==> config.mk <==
export PLATFORM = sky130hd
export DESIGN_NAME = spiac_top
export DESIGN_NICKNAME = d
export VERILOG_FILES = /design/src/core/spiac_pkg.sv /design/src/core/spiac_top.sv /design/src/core/spiac_link_in.sv
export SDC_FILE = /design/constraint.sdc
export NUM_CORES = 1
export LEC_CHECK = 0
export CAP_MARGIN = 5
export CORE_AREA = 3 3 107 119
export DETAILED_ROUTE_END_ITERATION = 16
export DIE_AREA = 0 0 110 122
export DONT_BUFFER_PORTS = 1
export HOLD_SLACK_MARGIN = 0.15
export PLACE_DENSITY = 0.74
export SLEW_MARGIN = 20
export SYNTH_ARGS = -nofsm -noshare
export SYNTH_HDL_FRONTEND = slang
export SYNTH_HIERARCHICAL = 1
export SYNTH_SLANG_ARGS = --single-unit
==> constraint.sdc <==
create_clock -name clk_i -period 5.18 [get_ports clk_i]
set_input_delay 1.036 -clock clk_i [delete_from_list [all_inputs] [get_ports clk_i]]
set_output_delay 1.036 -clock clk_i [all_outputs]
set_load 0.03 [all_outputs]
==> src/core/spiac_pkg.sv <==
// Constants, field layout and types of the audio serial control block
package spiac_pkg;

    // ------------------------------------------------------------
    // Widths
    // ------------------------------------------------------------
    localparam int ADDR_W = 8;
    localparam int DATA_W = 32;
    localparam int WORD_W = 16;
    localparam int CNT_W = 5;
    localparam logic [CNT_W-1:0] WORD_BITS = 5'h10;
    localparam logic [CNT_W-1:0] CNT_ONE = 5'h01;
    localparam logic [CNT_W-1:0] CNT_ZERO = 5'h00;

    // ------------------------------------------------------------
    // Register offsets
    // ------------------------------------------------------------
    localparam logic [ADDR_W-1:0] OFF_CTL_ONE = 8'h00;
    localparam logic [ADDR_W-1:0] OFF_CTL_TWO = 8'h04;
    localparam logic [ADDR_W-1:0] OFF_STATUS = 8'h08;
    localparam logic [ADDR_W-1:0] OFF_MASK = 8'h0C;
    localparam logic [ADDR_W-1:0] OFF_TX_BUF = 8'h10;
    localparam logic [ADDR_W-1:0] OFF_RX_BUF = 8'h14;

    // ------------------------------------------------------------
    // Control one fields
    // ------------------------------------------------------------
    localparam int CTL1_ON_BIT = 0;

    // ------------------------------------------------------------
    // Control two fields
    // ------------------------------------------------------------
    localparam int CTL2_SIGN_EXT_BIT = 15;
    localparam int CTL2_FRM_EN_BIT = 12;
    localparam int CTL2_ROV_EN_BIT = 11;
    localparam int CTL2_TUR_EN_BIT = 10;
    localparam int CTL2_IGN_ROV_BIT = 9;
    localparam int CTL2_IGN_TUR_BIT = 8;
    localparam int CTL2_AUD_EN_BIT = 7;
    localparam int CTL2_MONO_BIT = 3;
    localparam int CTL2_FMT_LSB = 0;
    localparam int CTL2_FMT_MSB = 1;
    localparam logic [DATA_W-1:0] CTL2_RESET = 32'h0000_0000;
    localparam logic [DATA_W-1:0] CTL2_FREE_MASK = 32'h0000_9F00;
    localparam logic [DATA_W-1:0] CTL2_LOCK_MASK = 32'h0000_008B;

    // ------------------------------------------------------------
    // Status and mask fields
    // ------------------------------------------------------------
    localparam int ST_FRM_BIT = 0;
    localparam int ST_ROV_BIT = 1;
    localparam int ST_TUR_BIT = 2;
    localparam int ST_RXFULL_BIT = 3;
    localparam int ST_TXEMPTY_BIT = 4;
    localparam int ST_HALT_BIT = 5;
    localparam int EV_W = 3;
    localparam logic [EV_W-1:0] EV_RESET = 3'h0;

    // ------------------------------------------------------------
    // Types
    // ------------------------------------------------------------
    typedef enum logic [1:0] {
        FMT_I2S = 2'b00,
        FMT_LEFT = 2'b01,
        FMT_RIGHT = 2'b10,
        FMT_PCM = 2'b11
    } spiac_fmt_e;

    typedef enum logic [1:0] {
        LS_IDLE = 2'b00,
        LS_RUN = 2'b01,
        LS_HALT = 2'b10
    } spiac_state_e;

endpackage

==> src/core/spiac_top.sv <==
// Serial audio port with second control register, events and framing
`timescale 1ns/1ns
//
// Contract
// - Sign extend receive words on read when the sign extend bit is set.
// - Frame errors raise an error event only while their enable is set.
// - Receive overflow raises an error event only while its enable is set.
// - Transmit underrun raises an error event only while its enable is set.
// - Ignored overflow is not critical; held receive data is not overwritten.
// - Unignored overflow is critical and stops serial operation.
// - Ignored underrun is not critical; zeros go out until data returns.
// - Unignored underrun is critical and stops serial operation.
// - Audio enable selects audio framing, otherwise plain serial select framing.
// - Mono sends each word on both channels; otherwise words are stereo.
// - Format field picks I2S, left justified, right justified or PCM; right justified is framed exactly as left justified.
// - Audio enable, mono and format accept writes only while module is off.
// - Mono and format take effect only while audio is enabled.
// - Upper control bits read zero; all control bits reset to zero.
module spiac_top
    import spiac_pkg::*;
(
    input wire logic clk_i,
    input wire logic srst_i,
    input wire logic [ADDR_W-1:0] addr_i,
    input wire logic [DATA_W-1:0] wr_data_i,
    input wire logic wr_en_i,
    input wire logic rd_en_i,
    output logic [DATA_W-1:0] rd_data_o,
    output logic irq_o,
    input wire logic sck_i,
    input wire logic fsync_i,
    input wire logic sdi_i,
    output logic sdo_o
);

    // ------------------------------------------------------------
    // Functions
    // ------------------------------------------------------------
    function automatic logic [DATA_W-1:0] rx_extend(input logic [WORD_W-1:0] w,
                                                    input logic sext);
        rx_extend = {{(DATA_W-WORD_W){sext & w[WORD_W-1]}}, w};
    endfunction

    function automatic logic frame_start(input logic aud, input spiac_fmt_e fmt,
                                         input logic f0, input logic f1,
                                         input logic f2);
        if (!aud) begin
            frame_start = f1 & ~f0;
        end else begin
            case (fmt)
                FMT_I2S: frame_start = f1 ^ f2;
                FMT_LEFT: frame_start = f0 ^ f1;
                FMT_RIGHT: frame_start = f0 ^ f1;
                FMT_PCM: frame_start = f0 & ~f1;
                default: frame_start = 1'b0;
            endcase
        end
    endfunction

    function automatic logic right_slot(input logic aud, input spiac_fmt_e fmt,
                                        input logic f0, input logic f1,
                                        input logic cont);
        if (!aud) begin
            right_slot = 1'b0;
        end else begin
            case (fmt)
                FMT_I2S: right_slot = f1;
                FMT_LEFT: right_slot = ~f0;
                FMT_RIGHT: right_slot = ~f0;
                FMT_PCM: right_slot = cont;
                default: right_slot = 1'b0;
            endcase
        end
    endfunction

    // ------------------------------------------------------------
    // Declarations
    // ------------------------------------------------------------
    logic ctl_on_reg;
    logic [DATA_W-1:0] ctl_two_reg;
    logic [EV_W-1:0] status_reg;
    logic [EV_W-1:0] mask_reg;
    logic [WORD_W-1:0] tx_buf_reg;
    logic tx_full_reg;
    logic [WORD_W-1:0] tx_shift_reg;
    logic [WORD_W-1:0] tx_hold_reg;
    logic tx_loaded_reg;
    logic [WORD_W-1:0] rx_shift_reg;
    logic [WORD_W-1:0] rx_buf_reg;
    logic rx_full_reg;
    logic [CNT_W-1:0] cnt_reg;
    logic chan_reg;
    logic pcm_next_reg;
    spiac_state_e state_reg;
    spiac_state_e state_next;
    logic rise;
    logic fall;
    logic sbit;
    logic fs0;
    logic fs1;
    logic fs2;
    logic aud_en;
    logic mono_eff;
    spiac_fmt_e fmt_eff;
    logic run;
    logic rise_ev;
    logic abort_ev;
    logic start;
    logic frm_err;
    logic bit_ev;
    logic [CNT_W-1:0] cnt_inc;
    logic done;
    logic tx_underrun_flag;
    logic rx_overflow_flag;
    logic pop;
    logic idle_load;
    logic crit;
    logic [EV_W-1:0] ev_set;
    logic [EV_W-1:0] ev_clr;
    logic [WORD_W-1:0] rx_word;
    logic [DATA_W-1:0] status_view;
    logic [DATA_W-1:0] rd_mux;
    logic wr_on;
    logic rd_rx;

    // ------------------------------------------------------------
    // Link front end
    // ------------------------------------------------------------
    spiac_link_in u_link_in (
        .clk_i(clk_i),
        .srst_i(srst_i),
        .sck_i(sck_i),
        .fsync_i(fsync_i),
        .sdi_i(sdi_i),
        .rise_o(rise),
        .fall_o(fall),
        .bit_o(sbit),
        .fs0_o(fs0),
        .fs1_o(fs1),
        .fs2_o(fs2)
    );

    // ------------------------------------------------------------
    // Decoded controls and events
    // ------------------------------------------------------------
    always_comb begin
        aud_en = ctl_two_reg[CTL2_AUD_EN_BIT];
        mono_eff = aud_en & ctl_two_reg[CTL2_MONO_BIT];
        fmt_eff = aud_en ? spiac_fmt_e'(ctl_two_reg[CTL2_FMT_MSB:CTL2_FMT_LSB]) : FMT_I2S;
        run = (state_reg == LS_RUN);
        rise_ev = run & rise;
        abort_ev = rise_ev & ~aud_en & fs0 & (cnt_reg != CNT_ZERO);
        start = rise_ev & ~abort_ev
                & (frame_start(aud_en, fmt_eff, fs0, fs1, fs2) | pcm_next_reg);
        frm_err = abort_ev | (start & (cnt_reg != CNT_ZERO));
        bit_ev = rise_ev & ~abort_ev & (start | (cnt_reg != CNT_ZERO));
        cnt_inc = start ? CNT_ONE : cnt_reg + CNT_ONE;
        done = bit_ev & (cnt_inc == WORD_BITS);
        tx_underrun_flag = start & ~tx_loaded_reg;
        rx_overflow_flag = done & rx_full_reg;
        pop = done & (~mono_eff | chan_reg);
        idle_load = run & ~rise & (cnt_reg == CNT_ZERO) & ~tx_loaded_reg & tx_full_reg;
        crit = (rx_overflow_flag & ~ctl_two_reg[CTL2_IGN_ROV_BIT])
               | (tx_underrun_flag & ~ctl_two_reg[CTL2_IGN_TUR_BIT]);
        ev_set[ST_FRM_BIT] = frm_err & ctl_two_reg[CTL2_FRM_EN_BIT];
        ev_set[ST_ROV_BIT] = rx_overflow_flag & ctl_two_reg[CTL2_ROV_EN_BIT];
        ev_set[ST_TUR_BIT] = tx_underrun_flag & ctl_two_reg[CTL2_TUR_EN_BIT];
        ev_clr = (wr_en_i && addr_i == OFF_STATUS) ? wr_data_i[EV_W-1:0] : EV_RESET;
        rx_word = {rx_shift_reg[WORD_W-2:0], sbit};
        wr_on = wr_en_i && (addr_i == OFF_CTL_ONE);
        rd_rx = rd_en_i && (addr_i == OFF_RX_BUF);
    end

    // ------------------------------------------------------------
    // Link state
    // ------------------------------------------------------------
    always_comb begin
        state_next = state_reg;
        case (state_reg)
            LS_IDLE: begin
                if (ctl_on_reg) begin
                    state_next = LS_RUN;
                end
            end
            LS_RUN: begin
                if (!ctl_on_reg) begin
                    state_next = LS_IDLE;
                end else if (crit) begin
                    state_next = LS_HALT;
                end
            end
            LS_HALT: begin
                if (!ctl_on_reg) begin
                    state_next = LS_IDLE;
                end
            end
            default: state_next = LS_IDLE;
        endcase
    end

    always_ff @(posedge clk_i) begin
        if (srst_i) begin
            state_reg <= LS_IDLE;
        end else begin
            state_reg <= state_next;
        end
    end

    // ------------------------------------------------------------
    // Control registers
    // ------------------------------------------------------------
    always_ff @(posedge clk_i) begin
        if (srst_i) begin
            ctl_on_reg <= 1'b0;
            ctl_two_reg <= CTL2_RESET;
            mask_reg <= EV_RESET;
        end else if (wr_en_i) begin
            if (wr_on) begin
                ctl_on_reg <= wr_data_i[CTL1_ON_BIT];
            end
            if (addr_i == OFF_CTL_TWO) begin
                ctl_two_reg <= (wr_data_i & CTL2_FREE_MASK)
                               | ((ctl_on_reg ? ctl_two_reg : wr_data_i) & CTL2_LOCK_MASK);
            end
            if (addr_i == OFF_MASK) begin
                mask_reg <= wr_data_i[EV_W-1:0];
            end
        end
    end

    // ------------------------------------------------------------
    // Sticky status and interrupt
    // ------------------------------------------------------------
    always_ff @(posedge clk_i) begin
        if (srst_i) begin
            status_reg <= EV_RESET;
        end else begin
            status_reg <= (status_reg & ~ev_clr) | ev_set;
        end
    end

    always_ff @(posedge clk_i) begin
        if (srst_i) begin
            irq_o <= 1'b0;
        end else begin
            irq_o <= |(status_reg & mask_reg);
        end
    end

    // ------------------------------------------------------------
    // Sequencer
    // ------------------------------------------------------------
    always_ff @(posedge clk_i) begin
        if (srst_i) begin
            cnt_reg <= CNT_ZERO;
            chan_reg <= 1'b0;
            pcm_next_reg <= 1'b0;
        end else if (!run) begin
            cnt_reg <= CNT_ZERO;
            pcm_next_reg <= 1'b0;
        end else if (rise) begin
            if (abort_ev) begin
                cnt_reg <= CNT_ZERO;
            end else if (done) begin
                cnt_reg <= CNT_ZERO;
            end else if (bit_ev) begin
                cnt_reg <= cnt_inc;
            end
            if (start) begin
                chan_reg <= right_slot(aud_en, fmt_eff, fs0, fs1, pcm_next_reg);
            end
            pcm_next_reg <= done & aud_en & (fmt_eff == FMT_PCM) & ~chan_reg;
        end
    end

    // ------------------------------------------------------------
    // Transmit path
    // ------------------------------------------------------------
    always_ff @(posedge clk_i) begin
        if (srst_i) begin
            tx_buf_reg <= {WORD_W{1'b0}};
            tx_full_reg <= 1'b0;
            tx_shift_reg <= {WORD_W{1'b0}};
            tx_hold_reg <= {WORD_W{1'b0}};
            tx_loaded_reg <= 1'b0;
        end else begin
            if (wr_en_i && addr_i == OFF_TX_BUF && !tx_full_reg) begin
                tx_buf_reg <= wr_data_i[WORD_W-1:0];
                tx_full_reg <= 1'b1;
            end
            if (!ctl_on_reg) begin
                tx_loaded_reg <= 1'b0;
                tx_shift_reg <= {WORD_W{1'b0}};
            end else if ((pop | idle_load) && tx_full_reg) begin
                tx_shift_reg <= tx_buf_reg;
                tx_hold_reg <= tx_buf_reg;
                tx_full_reg <= 1'b0;
                tx_loaded_reg <= 1'b1;
            end else if (pop) begin
                tx_shift_reg <= {WORD_W{1'b0}};
                tx_loaded_reg <= 1'b0;
            end else if (done) begin
                tx_shift_reg <= tx_loaded_reg ? tx_hold_reg : {WORD_W{1'b0}};
            end else if (run && fall && cnt_reg != CNT_ZERO) begin
                tx_shift_reg <= {tx_shift_reg[WORD_W-2:0], 1'b0};
            end
        end
    end

    always_ff @(posedge clk_i) begin
        if (srst_i) begin
            sdo_o <= 1'b0;
        end else begin
            sdo_o <= run & tx_shift_reg[WORD_W-1];
        end
    end

    // ------------------------------------------------------------
    // Receive path
    // ------------------------------------------------------------
    always_ff @(posedge clk_i) begin
        if (srst_i) begin
            rx_shift_reg <= {WORD_W{1'b0}};
            rx_buf_reg <= {WORD_W{1'b0}};
            rx_full_reg <= 1'b0;
        end else begin
            if (bit_ev) begin
                rx_shift_reg <= rx_word;
            end
            if (done && !rx_full_reg) begin
                rx_buf_reg <= rx_word;
                rx_full_reg <= 1'b1;
            end else if (rd_rx) begin
                rx_full_reg <= 1'b0;
            end
        end
    end

    // ------------------------------------------------------------
    // Read port
    // ------------------------------------------------------------
    always_comb begin
        status_view = {DATA_W{1'b0}};
        status_view[EV_W-1:0] = status_reg;
        status_view[ST_RXFULL_BIT] = rx_full_reg;
        status_view[ST_TXEMPTY_BIT] = ~tx_full_reg;
        status_view[ST_HALT_BIT] = (state_reg == LS_HALT);
        case (addr_i)
            OFF_CTL_ONE: rd_mux = {{(DATA_W-1){1'b0}}, ctl_on_reg};
            OFF_CTL_TWO: rd_mux = ctl_two_reg;
            OFF_STATUS: rd_mux = status_view;
            OFF_MASK: rd_mux = {{(DATA_W-EV_W){1'b0}}, mask_reg};
            OFF_TX_BUF: rd_mux = {{(DATA_W-WORD_W){1'b0}}, tx_buf_reg};
            OFF_RX_BUF: rd_mux = rx_extend(rx_buf_reg, ctl_two_reg[CTL2_SIGN_EXT_BIT]);
            default: rd_mux = {DATA_W{1'b0}};
        endcase
    end

    always_ff @(posedge clk_i) begin
        if (srst_i) begin
            rd_data_o <= {DATA_W{1'b0}};
        end else if (rd_en_i) begin
            rd_data_o <= rd_mux;
        end else begin
            rd_data_o <= {DATA_W{1'b0}};
        end
    end

endmodule

==> src/core/spiac_link_in.sv <==
// Link input synchroniser and serial clock edge finder
`timescale 1ns/1ns
module spiac_link_in
    import spiac_pkg::*;
(
    input wire logic clk_i,
    input wire logic srst_i,
    input wire logic sck_i,
    input wire logic fsync_i,
    input wire logic sdi_i,
    output logic rise_o,
    output logic fall_o,
    output logic bit_o,
    output logic fs0_o,
    output logic fs1_o,
    output logic fs2_o
);

    // ------------------------------------------------------------
    // Two stage synchronisers
    // ------------------------------------------------------------
    logic [1:0] sck_sync_reg;
    logic [1:0] fs_sync_reg;
    logic [1:0] sdi_sync_reg;
    logic sck_last_reg;

    always_ff @(posedge clk_i) begin
        if (srst_i) begin
            sck_sync_reg <= 2'h0;
            fs_sync_reg <= 2'h3;
            sdi_sync_reg <= 2'h0;
            sck_last_reg <= 1'b0;
        end else begin
            sck_sync_reg <= {sck_sync_reg[0], sck_i};
            fs_sync_reg <= {fs_sync_reg[0], fsync_i};
            sdi_sync_reg <= {sdi_sync_reg[0], sdi_i};
            sck_last_reg <= sck_sync_reg[1];
        end
    end

    // ------------------------------------------------------------
    // Edge pulses and sampled history
    // ------------------------------------------------------------
    always_ff @(posedge clk_i) begin
        if (srst_i) begin
            rise_o <= 1'b0;
            fall_o <= 1'b0;
            bit_o <= 1'b0;
            fs0_o <= 1'b1;
            fs1_o <= 1'b1;
            fs2_o <= 1'b1;
        end else begin
            rise_o <= sck_sync_reg[1] & ~sck_last_reg;
            fall_o <= ~sck_sync_reg[1] & sck_last_reg;
            if (sck_sync_reg[1] & ~sck_last_reg) begin
                bit_o <= sdi_sync_reg[1];
                fs0_o <= fs_sync_reg[1];
                fs1_o <= fs0_o;
                fs2_o <= fs1_o;
            end
        end
    end

endmodule

==> flow_summary.yaml, run 1 <==
setup_path:
  start_kind: "flop"
  slowest_stage: "nor2_1"
  crit_type: "flop to flop"
  crit_chain: "inv_1, ha_1, nor4b_4, nand3_1, nor2_1, nand2_1, nand3_1, a21oi_1"
  critical_path_required_ns: 5.48
  regToRegSetupSlack_ns: 1.96
  critPathMostFrequentCell: "nand3_1"
  cp.arrival_ns: 3.52
  cpPeakStageDelay_ns: 0.75
  cp_num_buf_inv: 1
  r2r_cells: 8
  cp-end-kind: "flop"
  cp_top_family: "simple AND/OR/NAND/NOR gates"
  r2r-start: "cnt_reg[0]"
  worstPathMaxFanout: 16
  r2r-end: "tx_hold_reg[0]"
yosys:
  synth_nets: 760
  syn-cell-area_mm2: 0.00633
  yosysTopAreaCell: "dfxtp_1"
  yosys-top-cells-count: "dfxtp_1, nand2_1, nor2_1"
  syn_area_per_cell_um2: 8.92
  synthArstFlopShare: 0
  postSynthCellCount: 709
  yosysSeqAreaShare: 0.443
  synth_top_area_frac: 0.443
  synth_cell_types: 66
  synth_edf_count: 0
  synth_most_common_cell: "dfxtp_1"
  ys_ff_latch: 140
  ys_top_cells_by_area: "dfxtp_1, mux2i_1, nand2_1, a21oi_1, nor2_1"
  synth_warnings: 6
  synth_ff_type: "dfxtp_1"
power:
  p_leak_uw: 0.00213
  ir_drop_mv: 0.247
  power.density_mw_per_mm2: 321
  fin_total_pwr_uw: 2180
layout:
  seqCellArea_mm2: 0.00281
  final_cells: 838
  drive_gt1_frac: 0.103
  layout.nets: 726
  largest_reg_flops: 17
  area_growth_syn_to_layout_pct: 7.16
  fillers: 1011
  regMostFlops: "rd_data_o"
  post-route-util: 0.587
  n_antenna_cell: 0
  multi_input_area_mm2: 0.00317
global_route:
  use_met3: 0.0599
  grt_util_all_layers: 0.236
  met1_usage: 0.302
  grt.busiest_layer: "met2"
  grt_pass1_wl_mm: 24.8
  grt_pass1_vias: 4855
  grt_max_degree: 104
  grt_use_met2: 0.375
  overflow: 0
  antenna_found_initial: 0
route:
  wl_per_cell_um: 18.1
  via_per_inst: 6.03
  dr.pass1.iters: 6
  drt-total-wl_mm: 15.2
  antenna_left: 0
  drt_first_iter_violations: 463
  route.detailed.drc: 0
  vias: 5056
timing:
  skew_ns: 0.00676
  tightest_slew_ns: 1.14
  maxSlewViolCount: 0
  hold_viol_final: 0
  fin_setup_tns_ns: 0
  whs_ns: 0.407
  period_needed_ns: 3.22
  finalCritPeriodShare: 0.622
  slew_headroom: 0.249
  rsz0062_at_grt: "false"
  setup-violations-final: 0
  max_freq_mhz: 310
floorplanning:
  dieArea_mm2: 0.0134
  fp.coreArea_mm2: 0.0115
  std_cell_rows: 41
  io_pins: 81
  die_y_um: 122
  die_w_um: 110
  start_util: 0.548
clock_tree:
  clock_sinks: 140
  cts_inserted_buffers: 17
  cts_hold_buf: 0
  cts_tree: "yes"
  cts-root-buf: "clkbuf_16"
  clkTransAtPathRegs_ns: 0.06
  insertion_delay_ns: 0.42
  clockBufferDepth: 2
  ctsHtreeMaxLevel: 4
  cts_setup_buffers: 0
  postCtsResizedCells: 0
worst_hold_path:
  min_path_type: "flop to flop"
  worstHoldStart: "u_link_in/fs_sync_reg[0]"
  min_path_cells: 1
  holdPathEnd: "u_link_in/fs_sync_reg[1]"
place:
  place_inst: 806
  portBuffers: 0
  place_congestion: 0.873
  hpwl_mm: 10.2
run:
  drv_cap: 0
status:
  status: "complete, no violations"
[worst max-delay path by stage]
| stage | from | endpoint | slack [ns] | cells past startpoint |
|---|---|---|---|---|
| after detailed placement | addr_i[1] | ctl_two_reg[1] | 1.82 | 6 |
| after global routing | cnt_reg[0] | tx_hold_reg[0] | 1.62 | 8 |
| after floorplan | addr_i[1] | tx_buf_reg[6] | 2.24 | 9 |
| after global placement | addr_i[1] | ctl_two_reg[7] | 1.86 | 6 |
| final | cnt_reg[0] | tx_hold_reg[0] | 1.96 | 8 |
| after CTS | ctl_two_reg[7] | tx_shift_reg[12] | 1.95 | 9 |
[power breakdown]
| part | internal, µW | switching [µW] | total [µW] |
|---|---|---|---|
| logic | 6.40 | 5.65 | 12.0 |
| clock network | 613 | 470 | 1080 |
| registers | 1080 | 2.04 | 1080 |
[cells by family (layout without fill, tap and decap cells)]
family | count (synthesis) | in the layout | synth area share
adders and majority gates | 4 | 4 | 0.00791
muxes | 60 | 60 | 0.0973
buffers and inverters | 68 | 47 | 0.0581
and+or+nand+nor | 273 | 273 | 0.220
DFF | 140 | 140 | 0.443
AOI/OAI and AO/OA | 158 | 158 | 0.164
xor gates and xnor gates | 6 | 6 | 0.00950
[area by class of cell]
type                            instances  area share
Inverter                                6     0.00332
Clock inverter                         13      0.0135
Multi-Input combinational cell        501       0.468
Clock buffer                           19      0.0639
Sequential cell                       140       0.414
Tap cell                              150      0.0277
Timing Repair Buffer                    9     0.00997
[layout by cell type (no fill, tap or decap), drive strengths merged, types with 5 or more instances in the layout]
cell type  instances
nand3b             7
a22oi             16
dfxtp            140
mux2i             48
mux2              12
clkbuf            19
a32oi              6
clkinv             6
o21ai             19
nor2              70
nor3              14
and2               5
or2                5
nand2b            12
nand3             37
a311oi            12
a31oi              5
o211ai            16
nand2             93
a21oi             66
buf                9
inv               10
[metrics by stage]
| stage | worst slack (ns) | instance area [µm²] |
|---|---|---|
| global route | 1.62 | 6780 |
| global placement | 1.86 | 6240 |
| detailed placement | 1.82 | 6240 |
| floorplan | 2.24 | 6330 |
| finish | 1.96 | 6780 |
| CTS | 1.95 | 6770 |
[metal layers]
layer,part of all wire,vias up
met5,0,-
li1,-,2438
met3,0.059,40
met1,0.43,2395
met2,0.48,183
met4,0.031,0
Note: power is estimated with default switching activity, not from simulation.
==> inputs of run 2 (changes only) <==
Settings changed: PLACE_DENSITY 0.74 to 0.77.
Clock period 5.18 ns to 2.8 ns, I/O delays scaled along.
==> run 2 against run 1 <==
Effect of this change:
- count of clock-buffer cells in the layout increased by 1
- largest cell class unchanged
- first-iteration DRC count fell by 15%
- utilization rose by 2.1 points
- largest power group is now the clock network
- critical path type unchanged
==> flow_summary.yaml, run 2 (synthesis results as in run 1) <==
floorplanning:
  fp.coreArea_mm2: 0.0115
  start_util: 0.548
  die_w_um: 110
  dieArea_mm2: 0.0134
  std_cell_rows: 41
  die_y_um: 122
  io_pins: 81
route:
  route.detailed.drc: 0
  via_per_inst: 6.18
  vias: 5264
  dr.pass1.iters: 6
  drt-total-wl_mm: 15.8
  antenna_left: 0
  drt_first_iter_violations: 392
  wl_per_cell_um: 18.5
clock_tree:
  clockBufferDepth: 2
  cts_tree: "yes"
  ctsHtreeMaxLevel: 4
  clkTransAtPathRegs_ns: 0.06
  cts_inserted_buffers: 17
  cts-root-buf: "clkbuf_16"
  clock_sinks: 140
  insertion_delay_ns: 0.41
timing:
  finalCritPeriodShare: 0.980
  setup-violations-final: 0
  tightest_slew_ns: 0.707
  fin_setup_tns_ns: 0
  skew_ns: 0.00720
  slew_headroom: 0.527
  period_needed_ns: 2.74
  maxSlewViolCount: 0
  max_freq_mhz: 364
  hold_viol_final: 0
layout:
  drive_gt1_frac: 0.123
  mostFrequentLayoutCells: "dfxtp_1, nand2_1, nor2_1, a21oi_1, mux2i_1"
  final_cells: 852
  area_growth_syn_to_layout_pct: 10.9
  layout.nets: 740
  largest_reg_flops: 17
  final_cell_area_mm2: 0.00702
  regMostFlops: "rd_data_o"
  n_antenna_cell: 0
  post-route-util: 0.608
  layout_commonest_cell: "dfxtp_1"
setup_path:
  start_kind: "flop"
  critical_path_required_ns: 3.12
  cp-end-kind: "flop"
  crit_type: "flop to flop"
  r2r_cells: 8
  cp.arrival_ns: 3.07
  worstPathMaxFanout: 8
worst_hold_path:
  min_path_type: "input pin to flop"
  min_path_cells: 1
place:
  place_inst: 817
  place_congestion: 0.881
  hpwl_mm: 10.4
  portBuffers: 0
  dpl_cell_area_mm2: 0.00638
global_route:
  antenna_found_initial: 0
  grt_util_all_layers: 0.241
  grt_max_degree: 104
  overflow: 0
  grt_pass1_vias: 5036
  grt_pass1_wl_mm: 25.4
power:
  fin_total_pwr_uw: 4210
  power.density_mw_per_mm2: 601
  p_leak_uw: 0.00224
  ir_drop_mv: 0.559
status:
  status: "complete, no violations"
run:
  drv_cap: 0
-- run 2: cell types whose count changed in the layout (fill, tap and decap cells not counted), sizes merged --
cell    change
clkinv      -2
clkbuf      +3
buf        +12
bufinv      +2
inv         -1
-- run 2: final timing paths --
path | from | to | slack, ns
worst min-delay path | srst_i | irq_o | 0.22
worst min register to register | u_link_in/fs_sync_reg[0] | u_link_in/fs_sync_reg[1] | 0.42
worst max-delay path | cnt_reg[0] | tx_shift_reg[9] | 0.06
worst max register to register | cnt_reg[0] | tx_shift_reg[9] | 0.06
-- run 2: routing by layer --
layer,track usage,part of all wire
met1,0.305,0.40
met2,0.393,0.50
met3,0.0588,0.062
met4,0.0974,0.032
met5,0,0
-- run 2: area by class of cell --
class	instances	area [µm²]
Fill cell	916	4530
Clock buffer	20	437
Multi-Input combinational cell	501	3170
Timing Repair Buffer	23	258
Clock inverter	12	136
Tap cell	150	188
Sequential cell	140	2810
Inverter	6	22.5
-- run 2: power by group --
part	leakage (µW)	total [µW]	internal (µW)	switching (µW)
Combinational	0.000836	23.6	12.3	11.3
Clock	0.000271	2190	1320	872
Sequential	0.00113	2000	2000	3.67
Total	0.00224	4210	3330	887
-- run 2: through the flow --
stage | hold slack [ns] | setup WS, ns
floorplan | 0.383 | 0.0484
global placement | 0.385 | 0.267
detailed placement | 0.418 | 0.160
CTS | 0.208 | 0.157
global route | 0.213 | -0.0177
finish | 0.220 | 0.0560
-- run 2: timing repair --
action	4_1_cts	5_1_grt
resized for setup	0	3
hold buffers	0	0
buffers inserted	0	1
setup endpoints to repair	0	3
-- run 2: worst max-delay path, cell delays in order, from the launching register on --
cell	delay, ns
dfxtp_2	0.35
inv_1	0.09
ha_1	0.35
nor4_4	0.40
nand3_4	0.16
a211oi_4	0.44
clkbuf_16	0.26
mux2_2	0.33
a311oi_1	0.26
